`config.mk`:
```
export PLATFORM = sky130hd
export DESIGN_NAME = dc_sdram_control
export DESIGN_NICKNAME = d
export VERILOG_FILES = /design/src/design/dc_sdram_pkg.sv /design/src/design/dc_sdram_control.sv /design/src/design/timing_decode.sv
export SDC_FILE = /design/constraint.sdc
export NUM_CORES = 1
export LEC_CHECK = 0
export ABC_AREA = 1
export CAP_MARGIN = 10
export CORE_ASPECT_RATIO = 1.5
export CORE_MARGIN = 2
export CORE_UTILIZATION = 44
export DETAILED_ROUTE_END_ITERATION = 10
export DONT_BUFFER_PORTS = 1
export PLACE_DENSITY_LB_ADDON = 0.05
export SYNTH_ARGS = -nofsm -noshare
export SYNTH_HDL_FRONTEND = slang
export SYNTH_SLANG_ARGS = --single-unit
```
`constraint.sdc`:
```
create_clock -name clk -period 1.1 [get_ports clk]
set_input_delay 0.165 -clock clk [delete_from_list [all_inputs] [get_ports clk]]
set_output_delay 0.165 -clock clk [all_outputs]
set_load 0.03 [all_outputs]
```
`src/design/dc_sdram_pkg.sv`:
```
// package: register map, field layout, commands and timing for the display cache sdram control
package dc_sdram_pkg;

	// ********************************************
	// register map
	// ********************************************
	localparam logic [15:0] timing_low_offset  = 16'h3001;
	localparam logic [15:0] refresh_mode_offset = 16'h3002;
	localparam logic [7:0]  timing_low_reset   = 8'h17;
	localparam logic [7:0]  refresh_mode_reset = 8'h08;
	localparam logic [7:0]  writable_mask      = 8'h1f;

	// ********************************************
	// field positions
	// ********************************************
	localparam int paging_policy_bit          = 4;
	localparam int row_to_column_override_bit = 3;
	localparam int column_latency_bit         = 2;
	localparam int row_timing_bit             = 1;
	localparam int precharge_timing_bit       = 0;
	localparam int refresh_rate_lsb           = 3;
	localparam int special_mode_lsb           = 0;

	localparam logic [1:0] refresh_off    = 2'h0;
	localparam logic [1:0] refresh_normal = 2'h1;

	localparam logic [2:0] mode_normal       = 3'h0;
	localparam logic [2:0] noop_command_mode = 3'h1;
	localparam logic [2:0] precharge_all_mode = 3'h2;
	localparam logic [2:0] mode_register_set_mode = 3'h3;
	localparam logic [2:0] cbr_refresh_mode  = 3'h4;

	// ********************************************
	// timing counts in local memory clocks, then the mode set zero address bits
	// ********************************************
	localparam logic [3:0] rcd_fixed      = 4'h2;
	localparam logic [3:0] cl_short       = 4'h2;
	localparam logic [3:0] cl_long        = 4'h3;
	localparam logic [3:0] ras_short      = 4'h5;
	localparam logic [3:0] ras_long       = 4'h7;
	localparam logic [3:0] rc_short       = 4'h8;
	localparam logic [3:0] rc_long        = 4'ha;
	localparam logic [3:0] rp_short       = 4'h2;
	localparam logic [3:0] rp_long        = 4'h3;
	localparam logic [4:0] mrs_zero_bits  = 5'h00;

	// ********************************************
	// carried groups
	// ********************************************
	typedef struct packed
	{
		logic       close_pages;
		logic [3:0] rcd;
		logic [3:0] cas_latency;
		logic [3:0] ras_min;
		logic [3:0] rc_min;
		logic [3:0] rp;
	} timing_t;

	typedef enum logic [4:0]
	{
		cmd_access    = 5'b00001,
		cmd_nop       = 5'b00010,
		cmd_precharge = 5'b00100,
		cmd_mrs       = 5'b01000,
		cmd_refresh   = 5'b10000
	} cmd_t;

	typedef struct packed
	{
		logic        valid;
		cmd_t        cmd;
		logic [11:0] addr;
	} mem_cmd_t;

endpackage : dc_sdram_pkg

```
`src/design/dc_sdram_control.sv`:
```
// module: display cache sdram timing registers and special command mode steering
// How it works
// RULE_01: paging bit 0 keeps pages open, 1 closes pages after access.
// RULE_02: override bit 0 follows latency; 1 fixes activate-to-access delay at 2.
// RULE_03: latency bit 0 gives latency and delay 2; 1 gives 3 (reset).
// RULE_04: row timing bit selects active-to-precharge of 5 or 7 clocks.
// RULE_05: row timing bit selects refresh-to-activate of 8 or 10 clocks.
// RULE_06: precharge bit selects precharge time of 2 or 3 clocks.
// RULE_07: refresh field 00 stops refresh, 01 runs it; 10, 11 reserved.
// RULE_08: software halts refresh only briefly and restores it promptly.
// RULE_09: special mode 000 performs ordinary reads and writes.
// RULE_10: special mode 001 turns every memory cycle into a nop.
// RULE_11: special mode 010 turns every memory cycle into precharge-all.
// RULE_12: special mode 011 turns every memory cycle into mode register set.
// RULE_13: mode set carries burst length, wrap and latency from host address.
// RULE_14: mode set forces memory address bits 11 to 7 to zero.
// RULE_15: special mode 100 issues cbr refresh; 101 and 11x reserved.
// RULE_16: software selects nop mode before any other special mode.
// RULE_17: software picks host addresses yielding the wanted mode value.
// RULE_18: reserved bits 7:5 of both registers read zero, ignore writes.
`timescale 1ns/1ps
`default_nettype none

module dc_sdram_control
(
	input  wire logic                   clk,
	input  wire logic                   rst,
	input  wire logic                   reg_wr,
	input  wire logic                   reg_rd,
	input  wire logic [15:0]            reg_addr,
	input  wire logic [7:0]             reg_wdata,
	output logic      [7:0]             reg_rdata,
	input  wire logic                   cycle_valid,
	input  wire logic [11:0]            cycle_addr,
	output dc_sdram_pkg::mem_cmd_t      mem_cmd,
	output logic      [11:0]            memory_address_lines,
	output dc_sdram_pkg::timing_t       timing,
	output logic                        refresh_enable,
	output logic                        special_active
);

	// ********************************************
	// register selects
	// ********************************************
	logic sel_timing_low;
	logic sel_refresh_mode;
	logic wr_timing_low;
	logic wr_refresh_mode;

	// full compare: neighbouring offsets stay unmapped and read as zero
	assign sel_timing_low   = (reg_addr == dc_sdram_pkg::timing_low_offset);
	assign sel_refresh_mode = (reg_addr == dc_sdram_pkg::refresh_mode_offset);
	assign wr_timing_low    = reg_wr && sel_timing_low;
	assign wr_refresh_mode  = reg_wr && sel_refresh_mode;

	// ********************************************
	// control registers
	// ********************************************
	logic [7:0] timing_low_q;
	logic [7:0] timing_low_d;
	logic [7:0] refresh_mode_q;
	logic [7:0] refresh_mode_d;

	always_comb
	begin
		timing_low_d   = timing_low_q;
		refresh_mode_d = refresh_mode_q;
		if (wr_timing_low)
		begin
			// reserved bits are never stored, so they read back as zero
			timing_low_d = reg_wdata & dc_sdram_pkg::writable_mask; // [RULE_18]
		end
		if (wr_refresh_mode)
		begin
			refresh_mode_d = reg_wdata & dc_sdram_pkg::writable_mask; // [RULE_18]
		end
	end

	always_ff @(posedge clk)
	begin
		if (rst)
		begin
			timing_low_q   <= dc_sdram_pkg::timing_low_reset;
			refresh_mode_q <= dc_sdram_pkg::refresh_mode_reset;
		end
		else
		begin
			timing_low_q   <= timing_low_d;
			refresh_mode_q <= refresh_mode_d;
		end
	end

	// ********************************************
	// read back
	// ********************************************
	logic [7:0] rdata_q;
	logic [7:0] rdata_d;

	// registered, so a read in the cycle of a write still returns the old value
	always_comb
	begin
		rdata_d = rdata_q;
		if (reg_rd)
		begin
			if (sel_timing_low)
			begin
				rdata_d = timing_low_q;
			end
			else if (sel_refresh_mode)
			begin
				rdata_d = refresh_mode_q;
			end
			else
			begin
				rdata_d = 8'h00;
			end
		end
	end

	always_ff @(posedge clk)
	begin
		if (rst)
		begin
			rdata_q <= 8'h00;
		end
		else
		begin
			rdata_q <= rdata_d;
		end
	end

	assign reg_rdata = rdata_q;

	// ********************************************
	// timing decode
	// ********************************************
	timing_decode i_timing_decode
	(
		.ctrl   (timing_low_q),
		.timing (timing)
	);

	// ********************************************
	// refresh and special mode
	// ********************************************
	logic [1:0] refresh_rate;
	logic [2:0] special_mode_field;
	logic       refresh_on;

	assign refresh_rate       = refresh_mode_q[dc_sdram_pkg::refresh_rate_lsb +: 2];
	assign special_mode_field = refresh_mode_q[dc_sdram_pkg::special_mode_lsb +: 3];

	// reserved rate codes keep refresh off rather than guess at a rate
	always_comb
	begin
		case (refresh_rate)
			dc_sdram_pkg::refresh_off:
			begin
				refresh_on = 1'b0; // [RULE_07]
			end
			dc_sdram_pkg::refresh_normal:
			begin
				refresh_on = 1'b1; // [RULE_07]
			end
			default:
			begin
				refresh_on = 1'b0;
			end
		endcase
	end

	assign refresh_enable = refresh_on;
	assign special_active = (special_mode_field != dc_sdram_pkg::mode_normal);

	dc_sdram_pkg::mem_cmd_t cmd_q;
	dc_sdram_pkg::mem_cmd_t cmd_d;

	always_comb
	begin
		cmd_d.valid = cycle_valid;
		cmd_d.addr  = cycle_addr;
		case (special_mode_field)
			dc_sdram_pkg::mode_normal:
			begin
				cmd_d.cmd = dc_sdram_pkg::cmd_access; // [RULE_09]
			end
			dc_sdram_pkg::noop_command_mode:
			begin
				cmd_d.cmd = dc_sdram_pkg::cmd_nop; // [RULE_10]
			end
			dc_sdram_pkg::precharge_all_mode:
			begin
				cmd_d.cmd = dc_sdram_pkg::cmd_precharge; // [RULE_11]
			end
			dc_sdram_pkg::mode_register_set_mode:
			begin
				cmd_d.cmd  = dc_sdram_pkg::cmd_mrs; // [RULE_12]
				// burst, wrap and latency pass from host address bits 6:0
				cmd_d.addr = {dc_sdram_pkg::mrs_zero_bits, cycle_addr[6:0]}; // [RULE_13] [RULE_14]
			end
			dc_sdram_pkg::cbr_refresh_mode:
			begin
				cmd_d.cmd = dc_sdram_pkg::cmd_refresh; // [RULE_15]
			end
			default:
			begin
				// reserved codes: safest to issue nothing harmful
				cmd_d.cmd = dc_sdram_pkg::cmd_nop;
			end
		endcase
	end

	always_ff @(posedge clk)
	begin
		if (rst)
		begin
			cmd_q <= '{valid: 1'b0, cmd: dc_sdram_pkg::cmd_nop, addr: 12'h000};
		end
		else
		begin
			cmd_q <= cmd_d;
		end
	end

	assign mem_cmd              = cmd_q;
	assign memory_address_lines = cmd_q.addr;

endmodule : dc_sdram_control
`default_nettype wire

```
`src/design/timing_decode.sv`:
```
// module: decodes the timing control byte into cycle counts
`timescale 1ns/1ps
`default_nettype none

module timing_decode
(
	input  wire logic [7:0]           ctrl,
	output dc_sdram_pkg::timing_t     timing
);

	always_comb
	begin
		timing.close_pages = ctrl[dc_sdram_pkg::paging_policy_bit]; // [RULE_01]
		timing.cas_latency = ctrl[dc_sdram_pkg::column_latency_bit] ?
			dc_sdram_pkg::cl_long : dc_sdram_pkg::cl_short; // [RULE_03]
		timing.rcd = ctrl[dc_sdram_pkg::row_to_column_override_bit] ?
			dc_sdram_pkg::rcd_fixed : timing.cas_latency; // [RULE_02]
		timing.ras_min = ctrl[dc_sdram_pkg::row_timing_bit] ?
			dc_sdram_pkg::ras_long : dc_sdram_pkg::ras_short; // [RULE_04]
		timing.rc_min = ctrl[dc_sdram_pkg::row_timing_bit] ?
			dc_sdram_pkg::rc_long : dc_sdram_pkg::rc_short; // [RULE_05]
		timing.rp = ctrl[dc_sdram_pkg::precharge_timing_bit] ?
			dc_sdram_pkg::rp_long : dc_sdram_pkg::rp_short; // [RULE_06]
	end

endmodule : timing_decode
`default_nettype wire

```
After elaboration in Yosys (flattened, before gate mapping)

Index checks and enable logic that the tools add are counted.
Widths: inputs -> output; s select.

Word-level logic and storage cells: 27
Input bits: 41
Output and inout bits: 61
Register bits: 36

Mux-type cells: 9
Eq/ne operators: 6
Reduce and logical (&&, ||, !) cells: 5

Operator list:

| cell                 | count |
|---|---|
| $eq 16x14->1 const B | 2 |
| $pmux 5 s4           | 1 |
| $mux 5               | 2 |
| $eq 3x2->1 const B   | 2 |
| $mux 2               | 2 |
| $mux 4               | 1 |
| $eq 3x3->1 const B   | 1 |
| $logic_not 3->1      | 1 |
| $mux 1               | 3 |
| $reduce_bool 3->1    | 1 |
| $eq 2x1->1 const B   | 1 |
| $logic_and 1x1->1    | 2 |
| $reduce_or 2->1      | 1 |

Longest topological paths before layout

Depth in word-level cells: 3
Mapped depth: 9
Gate-level depth less buffers: 8

Modules after synthesis

A second synthesis with hierarchy kept.

Cell total of the unflattened synthesis: 222
Area, all modules: 1,630.3 um^2

By module, submodules not included:

| module           | times used | seq. area each (um^2) | cells an instance | area each (um^2) |
|---|---|---|---|---|
| dc_sdram_control | 1          | 660.6                 | 198               | 1,462.7 |
| timing_decode    | 1          | 0.0                   | 24                | 167.7 |

Least setup slack after synthesis

No wires, ideal clock.

Path kind: input to register
From: in reg_addr[3]
To: reg refresh_mode_q[0]
Stages: 6
Path slack: 0.122 ns
Required time: 0.968 ns
Library setup time: 0.132 ns
Path buffers: 0
Arrival: 0.846 ns
Path through: nor2_1 > nand3_1 > nor2_2 > nand3_1 > nand2_1 > a21oi_1

Cells in the longest elaborated chain, start to end: 2

RTL lines:

| item                   | line                   | text |
|---|---|---|
| start: declaration     | dc_sdram_control.sv:30 | `input wire logic [15:0] reg_addr,` |
| $eq 16x14->1           | dc_sdram_control.sv:52 | `assign sel_refresh_mode = (reg_addr == dc_sdram_pkg::refresh_mode_offset);` |
| $logic_and 1x1->1      | dc_sdram_control.sv:54 | `assign wr_refresh_mode = reg_wr && sel_refresh_mode;` |
| end signal: assignment | dc_sdram_control.sv:84 | `refresh_mode_q <= dc_sdram_pkg::refresh_mode_reset;` |
| end signal: assignment | dc_sdram_control.sv:89 | `refresh_mode_q <= refresh_mode_d;` |
| end: declaration       | dc_sdram_control.sv:61 | `logic [7:0] refresh_mode_q;` |

Every way passes these cells.
A chain may end at the register's enable or synchronous reset.

Final worst setup path

From: reg refresh_mode_q[3]
To: out refresh_enable

Cells in the longest elaborated chain, start to end: 2

RTL lines:

| item             | line                    | text |
|---|---|---|
| $eq 2x1->1       | dc_sdram_control.sv:156 | `case (refresh_rate)` |
| $mux 1           | dc_sdram_control.sv:156 |  |
| end: declaration | dc_sdram_control.sv:38  | `output logic refresh_enable,` |

Every way passes these cells.

==> metrics.cfg <==
[detailed_routing]
dr_wl_met3_um=274
wl_per_cell_um=11.74
wl_met1_mm=1.198
dr_total_vias=1255
drtAntennaViolNets=0
drt-total-wl_mm=3.228
routed.top_layer=met4
drc=0
firstDrtPassIters=5
vias_per_cell=4.564
initialDrtViolationCount=24
wl_met2_mm=1.715

[finish]
antenna_cells=0
final_cells=275
utilization=0.5333
layout-drive-gt1-share=0.2103
nFillCells=347
area_growth_pct=15.92
stdcell_area_um2=1822
layout.nets=275

[power]
p_switching_mw=0.6688
clkPwrFrac=0.325
powerDensity_nw_per_um2=1327
swShare=0.2767
p_seq_frac=0.521
p_leak_nw=0.9415
ir_worst_vdd_uv=865.1
intPower_mw=1.749
pwr-share-comb=0.155

[setup_path]
critPathTopFamily=flip-flops
crit_type=reg2out
reg2reg_to=memory_address_lines[9]
cpPeakStageDelay_ns=0.36
reg2reg_depth=5
worstPathRequired_ns=0.94
critPathArrivalTime_ns=0.92
worst_path_max_delay_cell=dfxtp_2
crit_buf_inv=2
r2r_slack_ns=0.12
r2r-start=refresh_mode_q[1]
crit_path_end_kind=output port
crit_chain=inv_2 > nor2_2 > buf_6
crit_fanout=3
start_kind=flop

[logic_synthesis]
synth_ff_type=dfxtp_1
synth_top_area_frac=0.4204
ys_top_cells_by_area=dfxtp_1 (42%), buf_4 (17%), nor2_1 (9.1%)
synth-seq-cells=33
yosysSeqAreaShare=0.4204
synthArstFlopShare=0
syn_area_um2=1572
synth_area_leader_cell=dfxtp_1
avgSynthCellArea_um2=7.378
synth_cells=213
synth-edff-count=0
yosysWarnings=0
yosysMostFrequentCell=nor2_1
ys_top_cells_by_count=nor2_1 (38), buf_4 (36), dfxtp_1 (33)
synth_cell_types=16

[die]
die_y_um=77.20
coreArea_um2=3416
die_w_um=52.80
io_pins=102
die_area_um2=4076
start_util=0.4601
rows=26

[hold_path]
min_to=timing_low_q[0]
hold_start=reg_wdata[0]
min_path_type=in2reg
hold_path_depth=2

[timing]
setup_slack_ns=0.01383
period_minus_slack_ns=1.086
fin_crit_sh=0.9874
clock.fmax_mhz=920.7
setup_viol=0
worst_pin_slew_ns=0.5761
maxSlewViolCount=0
timing_hold_violations_final=0
slew_headroom=0.6159
rsz0062_at_grt=true
skew_ns=0.006898

[global_route]
grt_overflow=0
grt_pass1_vias=1209
grt_usage=0.1650
grt_pass1_wl_mm=5.112
grt_max_degree=17
antenna_found_initial=0

[flow_run]
maxCapViolations=0

[clock_network]
insertion_delay_ns=0.27
cts-root-buf=clkbuf_8
cts_tree=done
numCtsBuffers=5
clk_pin_slew_worst_paths_ns=0.06
htreeDepth=2
cts.sinks=33
clockBufferDepth=2

[placed_design]
pre_cts_slack_ns=-0.007430
dpl.hpwl_mm=2.434
dpl.cell_count=258
io_buffers=0
gp_congestion=0.8078
postPlaceCellArea_um2=1610

[status]
status=finished, final reports clean

## logic make-up after synthesis
group                  after synthesis  synth area share
DFF                                 33            0.4204
other                                2          0.004779
and+or+nand+nor                    102            0.2986
buffers and inverters               71            0.2603
AOI/OAI and AO/OA                    5           0.01592
## worst register-to-register path, stage by stage (launching register included)
cell     delay, ns
dfxtp_2       0.39
inv_1         0.07
nor2_1        0.12
nand2_1       0.08
nand2_1       0.14
nor2_1        0.06
## metrics by stage
stage          hold slack, ns  setup TNS, ns  power, mW
4_1_cts             0.0005584       -0.02160      2.437
6_report             0.005899              0      2.418
3_3_place_gp           0.2388              0      1.618
5_1_grt             0.0009562       -0.02445      2.531
3_5_place_dp           0.2387       -0.01668      1.623
2_1_floorplan          0.2720              0      1.649
## repair_timing
| action | in CTS | in global routing |
|---|---|---|
| endpoints found under the setup margin | 3 | 17 |
| buffers inserted | 0 | 1 |
| pin swaps | 0 | 2 |
| endpoints found under the hold margin | 18 | 0 |
| cloned | 0 | 0 |
| hold buffers | 10 | 0 |
| resized for setup | 4 | 9 |
## sequential cells by signal (all words and copies together), names as in the netlist
name                  count
reg_rdata                 5
memory_address_lines     12
timing_low_q              5
refresh_mode_q            5
mem_cmd                   6
## how the worst max path moves through the flow
| stage | startpoint | end | slack [ns] | cells past startpoint |
|---|---|---|---|---|
| after floorplan | reg_addr[3] | refresh_mode_q[0] | 0.12 | 6 |
| after global placement | reg_addr[11] | reg_rdata[1] | 0.05 | 8 |
| after detailed placement | reg_addr[3] | timing_low_q[1] | -0.007 | 6 |
| after CTS | refresh_mode_q[2] | special_active | -0.02 | 2 |
| after global routing | timing_low_q[2] | timing[16] | -0.02 | 3 |
| final | refresh_mode_q[3] | refresh_enable | 0.01 | 3 |
## layer usage
metal,global-route usage,up-vias
met5,0,-
met4,0.06923,0
met3,0.04280,6
met2,0.3063,55
met1,0.1626,552
li1,-,642
## power groups by stage
| stage | Sequential, mW | Combinational [mW] | Clock, mW |
|---|---|---|---|
| 6_report | 1.26 | 0.375 | 0.785 |
| 3_5_place_dp | 1.29 | 0.338 | 0 |
| 3_3_place_gp | 1.28 | 0.334 | 0 |
| 5_1_grt | 1.26 | 0.403 | 0.867 |
| 4_1_cts | 1.26 | 0.374 | 0.805 |
| 2_1_floorplan | 1.35 | 0.296 | 0 |
## layout by cell type (no fill, tap or decap), drive strengths merged
master / n
o21ai: 1
a21oi: 4
nor2: 42
dlygate4sd3: 9
clkinv: 1
dfxtp: 33
nor4: 2
nand2: 29
nand3: 14
inv: 30
clkbuf: 5
buf: 29
conb: 18
nand4: 15
dlymetal6s4s: 1
## layout make-up
cell class,count,area [µm²],area share
Clock inverter,1,5.005,0.002747
Clock buffer,5,68.82,0.03777
Sequential cell,33,666.9,0.3661
Tap cell,42,52.55,0.02885
Multi-Input combinational cell,125,579.3,0.3180
Timing Repair Buffer,39,336.6,0.1848
Inverter,30,112.6,0.06181
Power figures use the tool's default switching activity.
